--- src/clk_mgr_pkg.sv ---
package clk_mgr_pkg;

    // ------------------------------------------------------------
    // Register map
    // ------------------------------------------------------------
    localparam int ADDR_W = 3;
    localparam int REG_W = 8;
    localparam logic [2:0] OFF_DUTY = 3'h4;     // duty_delay_1x_program
    localparam logic [2:0] OFF_MODE = 3'h5;     // loop_mode_program
    localparam logic [2:0] OFF_ROUTE = 3'h6;    // output_source_select
    localparam logic [2:0] OFF_CTRL = 3'h7;     // manager_power_reset_control

    // Writable bit masks; everything else is reserved and reads zero
    localparam logic [7:0] MASK_DUTY = 8'hff;
    localparam logic [7:0] MASK_MODE = 8'h15;
    localparam logic [7:0] MASK_ROUTE = 8'hf0;
    localparam logic [7:0] MASK_CTRL = 8'hc7;

    // Values after reset
    localparam logic [7:0] RST_DUTY = 8'h00;
    localparam logic [7:0] RST_MODE = 8'h00;
    localparam logic [7:0] RST_ROUTE = 8'h00;
    localparam logic [7:0] RST_CTRL = 8'h00;

    // ------------------------------------------------------------
    // Field positions
    // ------------------------------------------------------------
    localparam int DUTY_LO_SEL = 0;             // Selector for the lower half, [2:0]
    localparam int DUTY_HI_SEL = 3;             // Selector for the upper half, [5:3]
    localparam int DUTY_RANGE = 6;              // Master range, [7:6]
    localparam int MODE_PLL = 0;
    localparam int MODE_FB_DLINE = 2;
    localparam int MODE_2X = 4;
    localparam int ROUTE_FAST = 4;              // fast_io_clock source, [5:4]
    localparam int ROUTE_SYS = 6;               // System clock source, [7:6]
    localparam int CTRL_PWR = 0;
    localparam int CTRL_RST_ALL = 1;
    localparam int CTRL_RST_DLL = 2;
    localparam int CTRL_CFG_RUN = 6;
    localparam int CTRL_GSR_IMM = 7;

    // ------------------------------------------------------------
    // Source codes and duty / phase arithmetic
    // ------------------------------------------------------------
    localparam logic [1:0] SRC_BYPASS = 2'h0;
    localparam logic [1:0] SRC_DLL = 2'h1;
    localparam logic [1:0] SRC_TAPPED = 2'h2;
    localparam logic [1:0] SRC_DIVIDED = 2'h3;
    localparam logic [1:0] RANGE_HALF = 2'h2;   // Ranges at or above this exceed 50%
    localparam logic [5:0] DUTY_STEPS_MAX = 6'h1f; // 31 steps of 3.125% = 96.875%
    localparam logic [4:0] PHASE_HALF = 5'h10;  // 16 delay steps = 180 degrees
    localparam logic [16:0] PHASE_STEP_CDEG = 17'h0_0465;  // 11.25 deg in 0.01 deg
    localparam logic [16:0] PHASE_FULL_CDEG = 17'h0_8ca0;  // 360 deg in 0.01 deg

    // ------------------------------------------------------------
    // Carriers
    // ------------------------------------------------------------
    typedef struct packed {
        logic we;                   // Write strobe, one cycle
        logic [ADDR_W-1:0] addr;    // Register index
        logic [REG_W-1:0] data;     // Write data
    } reg_wr_t;

    typedef struct packed {
        logic [1:0] fast_io_sel;    // fast_io_clock source
        logic [1:0] sys_sel;        // System clock source
    } clk_route_t;

endpackage

--- src/duty_phase_decoder.sv ---
`timescale 1ns/10ps
module duty_phase_decoder (
    input wire logic [7:0] duty_reg,
    output logic [4:0] duty_steps,
    output logic signed [15:0] phase_cdeg
);

    // ------------------------------------------------------------
    // Duty / delay decode
    // ------------------------------------------------------------
    logic [1:0] range;          // Master range field
    logic [2:0] sel;            // Selector matching the chosen side of 50%
    logic [5:0] steps_raw;      // range*8 + sel + 1, may reach 32
    logic [16:0] prod;          // Delay steps times 11.25 degrees

    // Pick only the selector for the chosen half; the other is ignored
    always_comb begin
        range = duty_reg[clk_mgr_pkg::DUTY_RANGE +: 2];
        if (range < clk_mgr_pkg::RANGE_HALF) begin
            sel = duty_reg[clk_mgr_pkg::DUTY_LO_SEL +: 3];
        end else begin
            sel = duty_reg[clk_mgr_pkg::DUTY_HI_SEL +: 3];
        end
    end

    // Range times 8 steps plus selector plus one, capped at 31 steps
    always_comb begin
        steps_raw = {1'b0, range, 3'h0} + {3'h0, sel} + 6'h01;
        if (steps_raw > clk_mgr_pkg::DUTY_STEPS_MAX) begin
            duty_steps = clk_mgr_pkg::DUTY_STEPS_MAX[4:0];
        end else begin
            duty_steps = steps_raw[4:0];
        end
    end

    // ------------------------------------------------------------
    // Phase in hundredths of a degree
    // ------------------------------------------------------------
    always_comb begin
        prod = 17'(duty_steps * clk_mgr_pkg::PHASE_STEP_CDEG);
        if (duty_steps > clk_mgr_pkg::PHASE_HALF) begin
            phase_cdeg = 16'(prod - clk_mgr_pkg::PHASE_FULL_CDEG);
        end else begin
            phase_cdeg = prod[15:0];
        end
    end

endmodule

--- src/clock_manager_control_regs.sv ---
// Function
// - Lower-half duty: range*25% plus (sel+1)*3.125%
// - Upper-half duty uses middle selector bits 5:3
// - Master range picks quarter of duty span
// - Unchosen selector is ignored
// - Mode bit 0: delay-locked or phase-locked
// - Mode bit 2: phase-locked feedback source
// - Mode bit 4: 1x or 2x, delay-locked only
// - Fast I/O clock source selector, four codes
// - System clock selector; code 11 reserved
// - Control bit 0 switches analog supply
// - Control bit 1 resets whole manager
// - Control bit 2 resets delay-locked generation only
// - Bit 6 clear: off until configuration done
// - Bit 6 set: run and load during configuration
// - Bit 7 makes manager immune to global reset
// - Phase equals steps*11.25, minus 360 above 16
`timescale 1ns/10ps
module clock_manager_control_regs #(
    parameter int REG_WIDTH = 8
) (
    input wire logic clk,
    input wire logic rst_n,
    input wire clk_mgr_pkg::reg_wr_t sw_wr,
    input wire logic sw_rd_en,
    input wire logic [clk_mgr_pkg::ADDR_W-1:0] sw_rd_addr,
    output logic [REG_WIDTH-1:0] sw_rd_data,
    input wire clk_mgr_pkg::reg_wr_t cfg_wr,
    input wire logic config_done,
    input wire logic global_set_reset_n,
    input wire logic lock_raw,
    output logic analog_power_on,
    output logic out_bus_oe,
    output logic lock_out,
    output logic manager_reset,
    output logic dll_reset,
    output logic loop_is_pll,
    output logic fb_from_delay_line,
    output logic dll_2x,
    output clk_mgr_pkg::clk_route_t route,
    output logic [4:0] duty_steps,
    output logic signed [15:0] phase_cdeg
);

    // ------------------------------------------------------------
    // Elaboration checks
    // ------------------------------------------------------------
    if (REG_WIDTH != clk_mgr_pkg::REG_W) begin : g_width_check
        $error("REG_WIDTH must equal the 8-bit register width");
    end

    // ------------------------------------------------------------
    // Pin synchronisers
    // ------------------------------------------------------------
    logic [2:0] done_sync_ff;   // Configuration-done pin chain
    logic [2:0] gsr_sync_ff;    // Global set/reset pin chain
    logic [2:0] lock_sync_ff;   // Lock from analog loop
    logic done_f_ff;            // Filtered configuration-done
    logic gsr_n_f_ff;           // Filtered global set/reset, active low
    logic lock_f_ff;            // Filtered lock

    // Three-stage chains; a change counts once stages two and three agree
    always_ff @(posedge clk) begin
        if (!rst_n) begin
            done_sync_ff <= 3'h0;
            gsr_sync_ff <= 3'h7;
            lock_sync_ff <= 3'h0;
        end else begin
            done_sync_ff <= {done_sync_ff[1:0], config_done};
            gsr_sync_ff <= {gsr_sync_ff[1:0], global_set_reset_n};
            lock_sync_ff <= {lock_sync_ff[1:0], lock_raw};
        end
    end

    // Filtered levels update only on agreement of the last two stages
    always_ff @(posedge clk) begin
        if (!rst_n) begin
            done_f_ff <= 1'b0;
            gsr_n_f_ff <= 1'b1;
            lock_f_ff <= 1'b0;
        end else begin
            if (done_sync_ff[1] == done_sync_ff[2]) begin
                done_f_ff <= done_sync_ff[2];
            end
            if (gsr_sync_ff[1] == gsr_sync_ff[2]) begin
                gsr_n_f_ff <= gsr_sync_ff[2];
            end
            if (lock_sync_ff[1] == lock_sync_ff[2]) begin
                lock_f_ff <= lock_sync_ff[2];
            end
        end
    end

    // ------------------------------------------------------------
    // Register file
    // ------------------------------------------------------------
    logic [7:0] duty_ff;        // duty_delay_1x_program
    logic [7:0] mode_ff;        // loop_mode_program
    logic [7:0] route_ff;       // output_source_select
    logic [7:0] ctrl_ff;        // manager_power_reset_control
    clk_mgr_pkg::reg_wr_t wr;   // Write chosen for this cycle

    // Bitstream writes land only before done; software writes after
    always_comb begin
        wr = '0;
        if (!done_f_ff) begin
            wr = cfg_wr;
        end else begin
            wr = sw_wr;
        end
    end

    // Storage with reserved bits masked to zero
    always_ff @(posedge clk) begin
        if (!rst_n) begin
            duty_ff <= clk_mgr_pkg::RST_DUTY;
            mode_ff <= clk_mgr_pkg::RST_MODE;
            route_ff <= clk_mgr_pkg::RST_ROUTE;
            ctrl_ff <= clk_mgr_pkg::RST_CTRL;
        end else if (wr.we) begin
            unique case (wr.addr)
                clk_mgr_pkg::OFF_DUTY: begin
                    duty_ff <= wr.data & clk_mgr_pkg::MASK_DUTY;
                end
                clk_mgr_pkg::OFF_MODE: begin
                    mode_ff <= wr.data & clk_mgr_pkg::MASK_MODE;
                end
                clk_mgr_pkg::OFF_ROUTE: begin
                    route_ff <= wr.data & clk_mgr_pkg::MASK_ROUTE;
                end
                clk_mgr_pkg::OFF_CTRL: begin
                    ctrl_ff <= wr.data & clk_mgr_pkg::MASK_CTRL;
                end
                default: begin
                    // Unmapped index; write dropped
                end
            endcase
        end
    end

    // Registered read port; unmapped indices read zero
    always_ff @(posedge clk) begin
        if (!rst_n) begin
            sw_rd_data <= '0;
        end else if (sw_rd_en) begin
            unique case (sw_rd_addr)
                clk_mgr_pkg::OFF_DUTY: sw_rd_data <= duty_ff;
                clk_mgr_pkg::OFF_MODE: sw_rd_data <= mode_ff;
                clk_mgr_pkg::OFF_ROUTE: sw_rd_data <= route_ff;
                clk_mgr_pkg::OFF_CTRL: sw_rd_data <= ctrl_ff;
                default: sw_rd_data <= '0;
            endcase
        end
    end

    // ------------------------------------------------------------
    // Power, bus enable and lock gating
    // ------------------------------------------------------------
    logic may_run;              // Manager allowed to operate now

    always_comb begin
        may_run = done_f_ff | ctrl_ff[clk_mgr_pkg::CTRL_CFG_RUN];
    end

    // Held off during configuration unless early operation is enabled
    always_ff @(posedge clk) begin
        if (!rst_n) begin
            analog_power_on <= 1'b0;
            out_bus_oe <= 1'b0;
            lock_out <= 1'b0;
        end else begin
            analog_power_on <= may_run & ctrl_ff[clk_mgr_pkg::CTRL_PWR];
            out_bus_oe <= may_run;
            lock_out <= may_run & lock_f_ff;
        end
    end

    // ------------------------------------------------------------
    // Reset generation
    // ------------------------------------------------------------
    logic gsr_hit;              // Global reset that reaches the manager

    always_comb begin
        gsr_hit = ~gsr_n_f_ff & ~ctrl_ff[clk_mgr_pkg::CTRL_GSR_IMM];
    end

    // Whole-manager reset implies generation reset as well
    always_ff @(posedge clk) begin
        if (!rst_n) begin
            manager_reset <= 1'b1;
            dll_reset <= 1'b1;
        end else begin
            manager_reset <= ctrl_ff[clk_mgr_pkg::CTRL_RST_ALL] | gsr_hit;
            dll_reset <= ctrl_ff[clk_mgr_pkg::CTRL_RST_ALL] | gsr_hit
                | ctrl_ff[clk_mgr_pkg::CTRL_RST_DLL];
        end
    end

    // ------------------------------------------------------------
    // Mode and routing outputs
    // ------------------------------------------------------------
    always_ff @(posedge clk) begin
        if (!rst_n) begin
            loop_is_pll <= 1'b0;
            fb_from_delay_line <= 1'b0;
            dll_2x <= 1'b0;
        end else begin
            loop_is_pll <= mode_ff[clk_mgr_pkg::MODE_PLL];
            fb_from_delay_line <= mode_ff[clk_mgr_pkg::MODE_PLL]
                & mode_ff[clk_mgr_pkg::MODE_FB_DLINE];
            dll_2x <= ~mode_ff[clk_mgr_pkg::MODE_PLL]
                & mode_ff[clk_mgr_pkg::MODE_2X];
        end
    end

    // Reserved system source code falls back to bypass
    always_ff @(posedge clk) begin
        if (!rst_n) begin
            route <= '0;
        end else begin
            route.fast_io_sel <= route_ff[clk_mgr_pkg::ROUTE_FAST +: 2];
            if (route_ff[clk_mgr_pkg::ROUTE_SYS +: 2] == clk_mgr_pkg::SRC_DIVIDED) begin
                route.sys_sel <= clk_mgr_pkg::SRC_BYPASS;
            end else begin
                route.sys_sel <= route_ff[clk_mgr_pkg::ROUTE_SYS +: 2];
            end
        end
    end

    // ------------------------------------------------------------
    // Duty and phase decode
    // ------------------------------------------------------------
    logic [4:0] steps_c;            // Decoded duty steps
    logic signed [15:0] phase_c;    // Decoded phase

    duty_phase_decoder duty_phase_decoder_inst (
        .duty_reg(duty_ff),
        .duty_steps(steps_c),
        .phase_cdeg(phase_c)
    );

    // Registered decode results
    always_ff @(posedge clk) begin
        if (!rst_n) begin
            duty_steps <= 5'h00;
            phase_cdeg <= 16'sh0000;
        end else begin
            duty_steps <= steps_c;
            phase_cdeg <= phase_c;
        end
    end

    // ------------------------------------------------------------
    // Assertions
    // ------------------------------------------------------------
    a_cfg_gate_off: assert property (@(posedge clk) disable iff (!rst_n)
        (!done_f_ff && !ctrl_ff[6]) |=> (!analog_power_on && !out_bus_oe && !lock_out))
        else $error("manager not held off during configuration");

    a_power_follow: assert property (@(posedge clk) disable iff (!rst_n)
        may_run |=> (analog_power_on == $past(ctrl_ff[0])))
        else $error("analog supply does not follow control bit 0");

    a_cfg_run_early: assert property (@(posedge clk) disable iff (!rst_n)
        (!done_f_ff && ctrl_ff[6]) |=> out_bus_oe)
        else $error("early operation not allowed during configuration");

    a_reset_all: assert property (@(posedge clk) disable iff (!rst_n)
        ctrl_ff[1] |=> (manager_reset && dll_reset))
        else $error("manager reset missing");

    a_dll_reset_only: assert property (@(posedge clk) disable iff (!rst_n)
        (ctrl_ff[2] && !ctrl_ff[1] && !gsr_hit) |=> (dll_reset && !manager_reset))
        else $error("generation reset wrong");

    a_gsr_immune: assert property (@(posedge clk) disable iff (!rst_n)
        (ctrl_ff[7] && !ctrl_ff[1]) |=> !manager_reset)
        else $error("global reset reached immune manager");

    a_gsr_normal: assert property (@(posedge clk) disable iff (!rst_n)
        (!gsr_n_f_ff && !ctrl_ff[7]) |=> manager_reset)
        else $error("global reset ignored");

    a_mode_ignore: assert property (@(posedge clk) disable iff (!rst_n)
        !loop_is_pll |-> !fb_from_delay_line)
        else $error("feedback select active in delay-locked mode");

    a_2x_ignore: assert property (@(posedge clk) disable iff (!rst_n)
        loop_is_pll |-> !dll_2x)
        else $error("2x select active in phase-locked mode");

    a_sys_reserved: assert property (@(posedge clk) disable iff (!rst_n)
        route.sys_sel != clk_mgr_pkg::SRC_DIVIDED)
        else $error("reserved system source routed");

    a_mode_rsvd: assert property (@(posedge clk) disable iff (!rst_n)
        (sw_rd_en && sw_rd_addr == clk_mgr_pkg::OFF_MODE) |=> (sw_rd_data[7:5] == 3'h0
            && sw_rd_data[3] == 1'b0 && sw_rd_data[1] == 1'b0))
        else $error("reserved mode bits read nonzero");

    a_phase_sign: assert property (@(posedge clk) disable iff (!rst_n)
        (duty_steps > 5'h10) |-> (phase_cdeg < 0))
        else $error("phase not wrapped above 16 steps");

    a_duty_low: assert property (@(posedge clk) disable iff (!rst_n)
        (duty_ff[7:6] == 2'h1) |=> (duty_steps == 5'(5'h09 + $past(duty_ff[2:0]))))
        else $error("lower-half duty decode wrong");

    c_pll_mode: cover property (@(posedge clk) disable iff (!rst_n) loop_is_pll);
    c_early_power: cover property (@(posedge clk) disable iff (!rst_n)
        !done_f_ff && analog_power_on);
    c_gsr_immune: cover property (@(posedge clk) disable iff (!rst_n)
        !gsr_n_f_ff && ctrl_ff[7]);
    c_phase_neg: cover property (@(posedge clk) disable iff (!rst_n) phase_cdeg < 0);

endmodule

--- config.mk ---
export PLATFORM = sky130hd
export DESIGN_NAME = clock_manager_control_regs
export DESIGN_NICKNAME = d
export VERILOG_FILES = /design/src/clk_mgr_pkg.sv /design/src/duty_phase_decoder.sv /design/src/clock_manager_control_regs.sv
export SDC_FILE = /design/constraint.sdc
export NUM_CORES = 1
export LEC_CHECK = 0
export BUFFER_PORTS_ARGS = -buffer_cell sky130_fd_sc_hd__clkbuf_2
export CAP_MARGIN = 20
export CORE_MARGIN = 2
export CORE_UTILIZATION = 45
export CTS_CLUSTER_DIAMETER = 30
export DETAILED_ROUTE_END_ITERATION = 7
export PLACE_DENSITY = 0.74
export REMOVE_ABC_BUFFERS = 1
export SETUP_SLACK_MARGIN = 0.15
export SLEW_MARGIN = 30
export SYNTH_ARGS = -nofsm -noshare
export SYNTH_HDL_FRONTEND = slang
export SYNTH_SLANG_ARGS = --single-unit
--- constraint.sdc ---
create_clock -name clk -period 5.75 [get_ports clk]
set_input_delay 0.575 -clock clk [delete_from_list [all_inputs] [get_ports clk]]
set_output_delay 0.575 -clock clk [all_outputs]
set_load 0.03 [all_outputs]
==> results.json <==
{
  "outcome": "finished clean",
  "timing.rr.start": "duty_ff[7]$_SDFFE_PN0P_",
  "antenna_found_initial": 0,
  "p_per_area_nw_per_um2": 257.4,
  "dpl.hpwl_um": 5609,
  "grt_pass1_wl_um": 12620,
  "pre_cts_ws_ps": 938.7,
  "routed_wire_length_per_instance_um": 13.29,
  "start_kind": "register",
  "rsz0062_at_grt": "no",
  "synthCells": 395,
  "cts_max_level": 3,
  "clock_latency_ps": 350,
  "synth_area_um2": 3580,
  "path_max_fanout": 12,
  "worstPathRequired_ps": 6040,
  "min_period_ps": 4840,
  "grt_usage": 0.1831,
  "cts_buffers": 9,
  "layout_common_cells": "73 x clkbuf_2, 71 x dfxtp_1, 67 x nor2_1",
  "placed_cells": 555,
  "avgSynthCellArea_um2": 9.062,
  "grt-ovfl-total": 0,
  "final_max_slew_viol_count": 0,
  "fin_area_um2": 4243,
  "area_growth_pct": 18.53,
  "final_common_cell": "clkbuf_2",
  "total_power_mw": 1.092,
  "fin_setup_tns_ps": 0,
  "ioPinCount": 74,
  "ir_worst_vdd_mv": 0.1208,
  "report.final.hold_viol_count": 0,
  "skew_ps": 7.881,
  "fin_ws_ps": 909.7,
  "placed_area_um2": 4016,
  "fin_util": 0.5491,
  "routabilityCongestion": 0.7979,
  "initial_core_util": 0.4632,
  "ys_seq_elements": 71,
  "worstMarginPinSlew_ps": 803.3,
  "yosysSeqAreaShare": 0.3971,
  "ff_latch_area_um2": 1421,
  "max-slew-margin-rel": 0.4637,
  "drc": 0,
  "ctsHoldBuffers": 0,
  "port_buffers": 73,
  "setup_viol": 0,
  "clock_sinks": 71,
  "min_from": "global_set_reset_n",
  "nets": 527,
  "hold_class": "in2reg",
  "vias_per_cell": 5.144,
  "drive_gt1_frac": 0.2388,
  "hold_ws_ps": 410.2,
  "n_fill_cell": 697,
  "multiInputGateArea_um2": 2008,
  "die_area_um2": 8684,
  "crit_arrival_ps": 5130,
  "wl_um": 7591,
  "cts_tree": "built",
  "synthFlopType": "dfxtp_1",
  "vias": 2937,
  "synth_warnings": 0,
  "drv_cap": 0,
  "root_buffer": "clkbuf_8",
  "grt_pass1_vias": 2859,
  "core_area_um2": 7727,
  "worstSetupPathType": "reg2reg",
  "cp-end-kind": "register",
  "rows": 32,
  "fin_cells": 571,
  "max-clock-path-buffers": 2,
  "synth_edf_count": 0,
  "synthDistinctLibCells": 51,
  "cts_resized": 0,
  "max_freq_ghz": 0.2066,
  "cts_setup_buffers": 0,
  "fp.dieH_um": 93.19,
  "drt_iter0_drc": 86,
  "ys_async_sr_fraction": 0,
  "grt_max_degree": 47,
  "diodes": 0,
  "layout_worst_path_cycle_share": 0.8418,
  "die_w_um": 93.19,
  "postRouteAntennaNets": 0,
  "clkTransAtPathRegs_ps": 80,
  "total_leakage_power_nw": 2.011,
  "detail_route.first_pass.iterations": 5,
  "startpoint": "duty_ff[7]$_SDFFE_PN0P_"
}
synthesized netlist by cell type, types with 2 or more instances:
cell type | n | area share
and2_1 | 21 | 0.037
nand2b_1 | 3 | 0.0052
o21ai_1 | 2 | 0.0028
clkbuf_1 | 12 | 0.013
nor3_1 | 7 | 0.0098
or2_2 | 5 | 0.0087
buf_1 | 3 | 0.0031
o21ai_0 | 6 | 0.0084
a21o_1 | 2 | 0.0042
buf_4 | 2 | 0.0042
mux2_2 | 11 | 0.035
mux2i_1 | 26 | 0.073
ha_1 | 28 | 0.098
o31a_1 | 3 | 0.0073
o211ai_1 | 2 | 0.0042
nand2_1 | 18 | 0.019
xor2_1 | 4 | 0.0098
inv_1 | 20 | 0.021
nor3b_1 | 3 | 0.0063
nor2_1 | 67 | 0.070
nand3_1 | 6 | 0.0084
a32oi_1 | 2 | 0.0049
and3b_1 | 2 | 0.0049
fa_1 | 2 | 0.011
and3_1 | 3 | 0.0052
a31oi_1 | 4 | 0.0070
a21oi_1 | 23 | 0.032
xnor2_1 | 14 | 0.034
dfxtp_1 | 71 | 0.40
a22oi_1 | 2 | 0.0042
cell type report:
cell class,count,area share
timing repair buffer,75,0.08965
sequential,71,0.3350
clock inverter,7,0.02418
inverter,21,0.01858
multi-input combinational,286,0.4733
clock buffer,9,0.02919
tap,102,0.03008
worst paths after layout:
| check | slack, ps | cells past startpoint | to |
|---|---|---|---|
| max reg2reg | 910 | 16 | phase_cdeg[14]$_SDFF_PN0_ |
| max | 910 | 16 | phase_cdeg[14]$_SDFF_PN0_ |
| min | 410 | 2 | gsr_sync_ff[0]$_SDFF_PN1_ |
| min reg2reg | 420 | 1 | gsr_sync_ff[1]$_SDFF_PN1_ |
state kept, by name, indices dropped and copies added, names as in the netlist:
| name | count |
|---|---|
| duty_steps | 5 |
| gsr_n_f_ff | 1 |
| dll_reset | 1 |
| analog_power_on | 1 |
| sw_rd_data | 8 |
| lock_f_ff | 1 |
| lock_out | 1 |
| fb_from_delay_line | 1 |
| route_ff | 4 |
| dll_2x | 1 |
| route | 4 |
| done_f_ff | 1 |
| mode_ff | 3 |
| gsr_sync_ff | 3 |
| done_sync_ff | 3 |
| lock_sync_ff | 3 |
| loop_is_pll | 1 |
| duty_ff | 8 |
| out_bus_oe | 1 |
| phase_cdeg | 14 |
| ctrl_ff | 5 |
| manager_reset | 1 |
cells by family (layout without fill, tap and decap cells):
| group | count (synthesis) | count (layout) | share of synthesized area |
|---|---|---|---|
| compound gates | 62 | 62 | 0.1178 |
| xor+xnor | 18 | 18 | 0.04404 |
| fa+ha+maj | 30 | 30 | 0.1091 |
| buf+inv | 38 | 112 | 0.04194 |
| flops | 71 | 71 | 0.3971 |
| mux | 38 | 38 | 0.1105 |
| simple gates | 138 | 138 | 0.1797 |
routing by layer:
layer,track usage,part of all wire
met5,0,0
met1,0.2118,0.44
met2,0.3261,0.49
met4,0.06985,0.016
met3,0.04432,0.048
worst max-delay path, cell delays in order (launching register included):
cell      delay, ps
dfxtp_1         570
mux2_2          390
ha_1            250
xor2_1          160
o21ai_0         290
inv_1           190
ha_1            240
ha_1            280
ha_1            290
ha_1            380
a211oi_1        370
o31a_1          260
a211oi_2        100
xnor2_1         360
o21ai_1         170
a2111o_1        430
o21ai_1          70
report_power, final:
group / internal (mW) / switching (mW)
Clock: 0.249 / 0.206
Sequential: 0.506 / 0.00727
Combinational: 0.0463 / 0.0768
Total: 0.801 / 0.290
No activity file was read; power rests on OpenSTA's default activity.
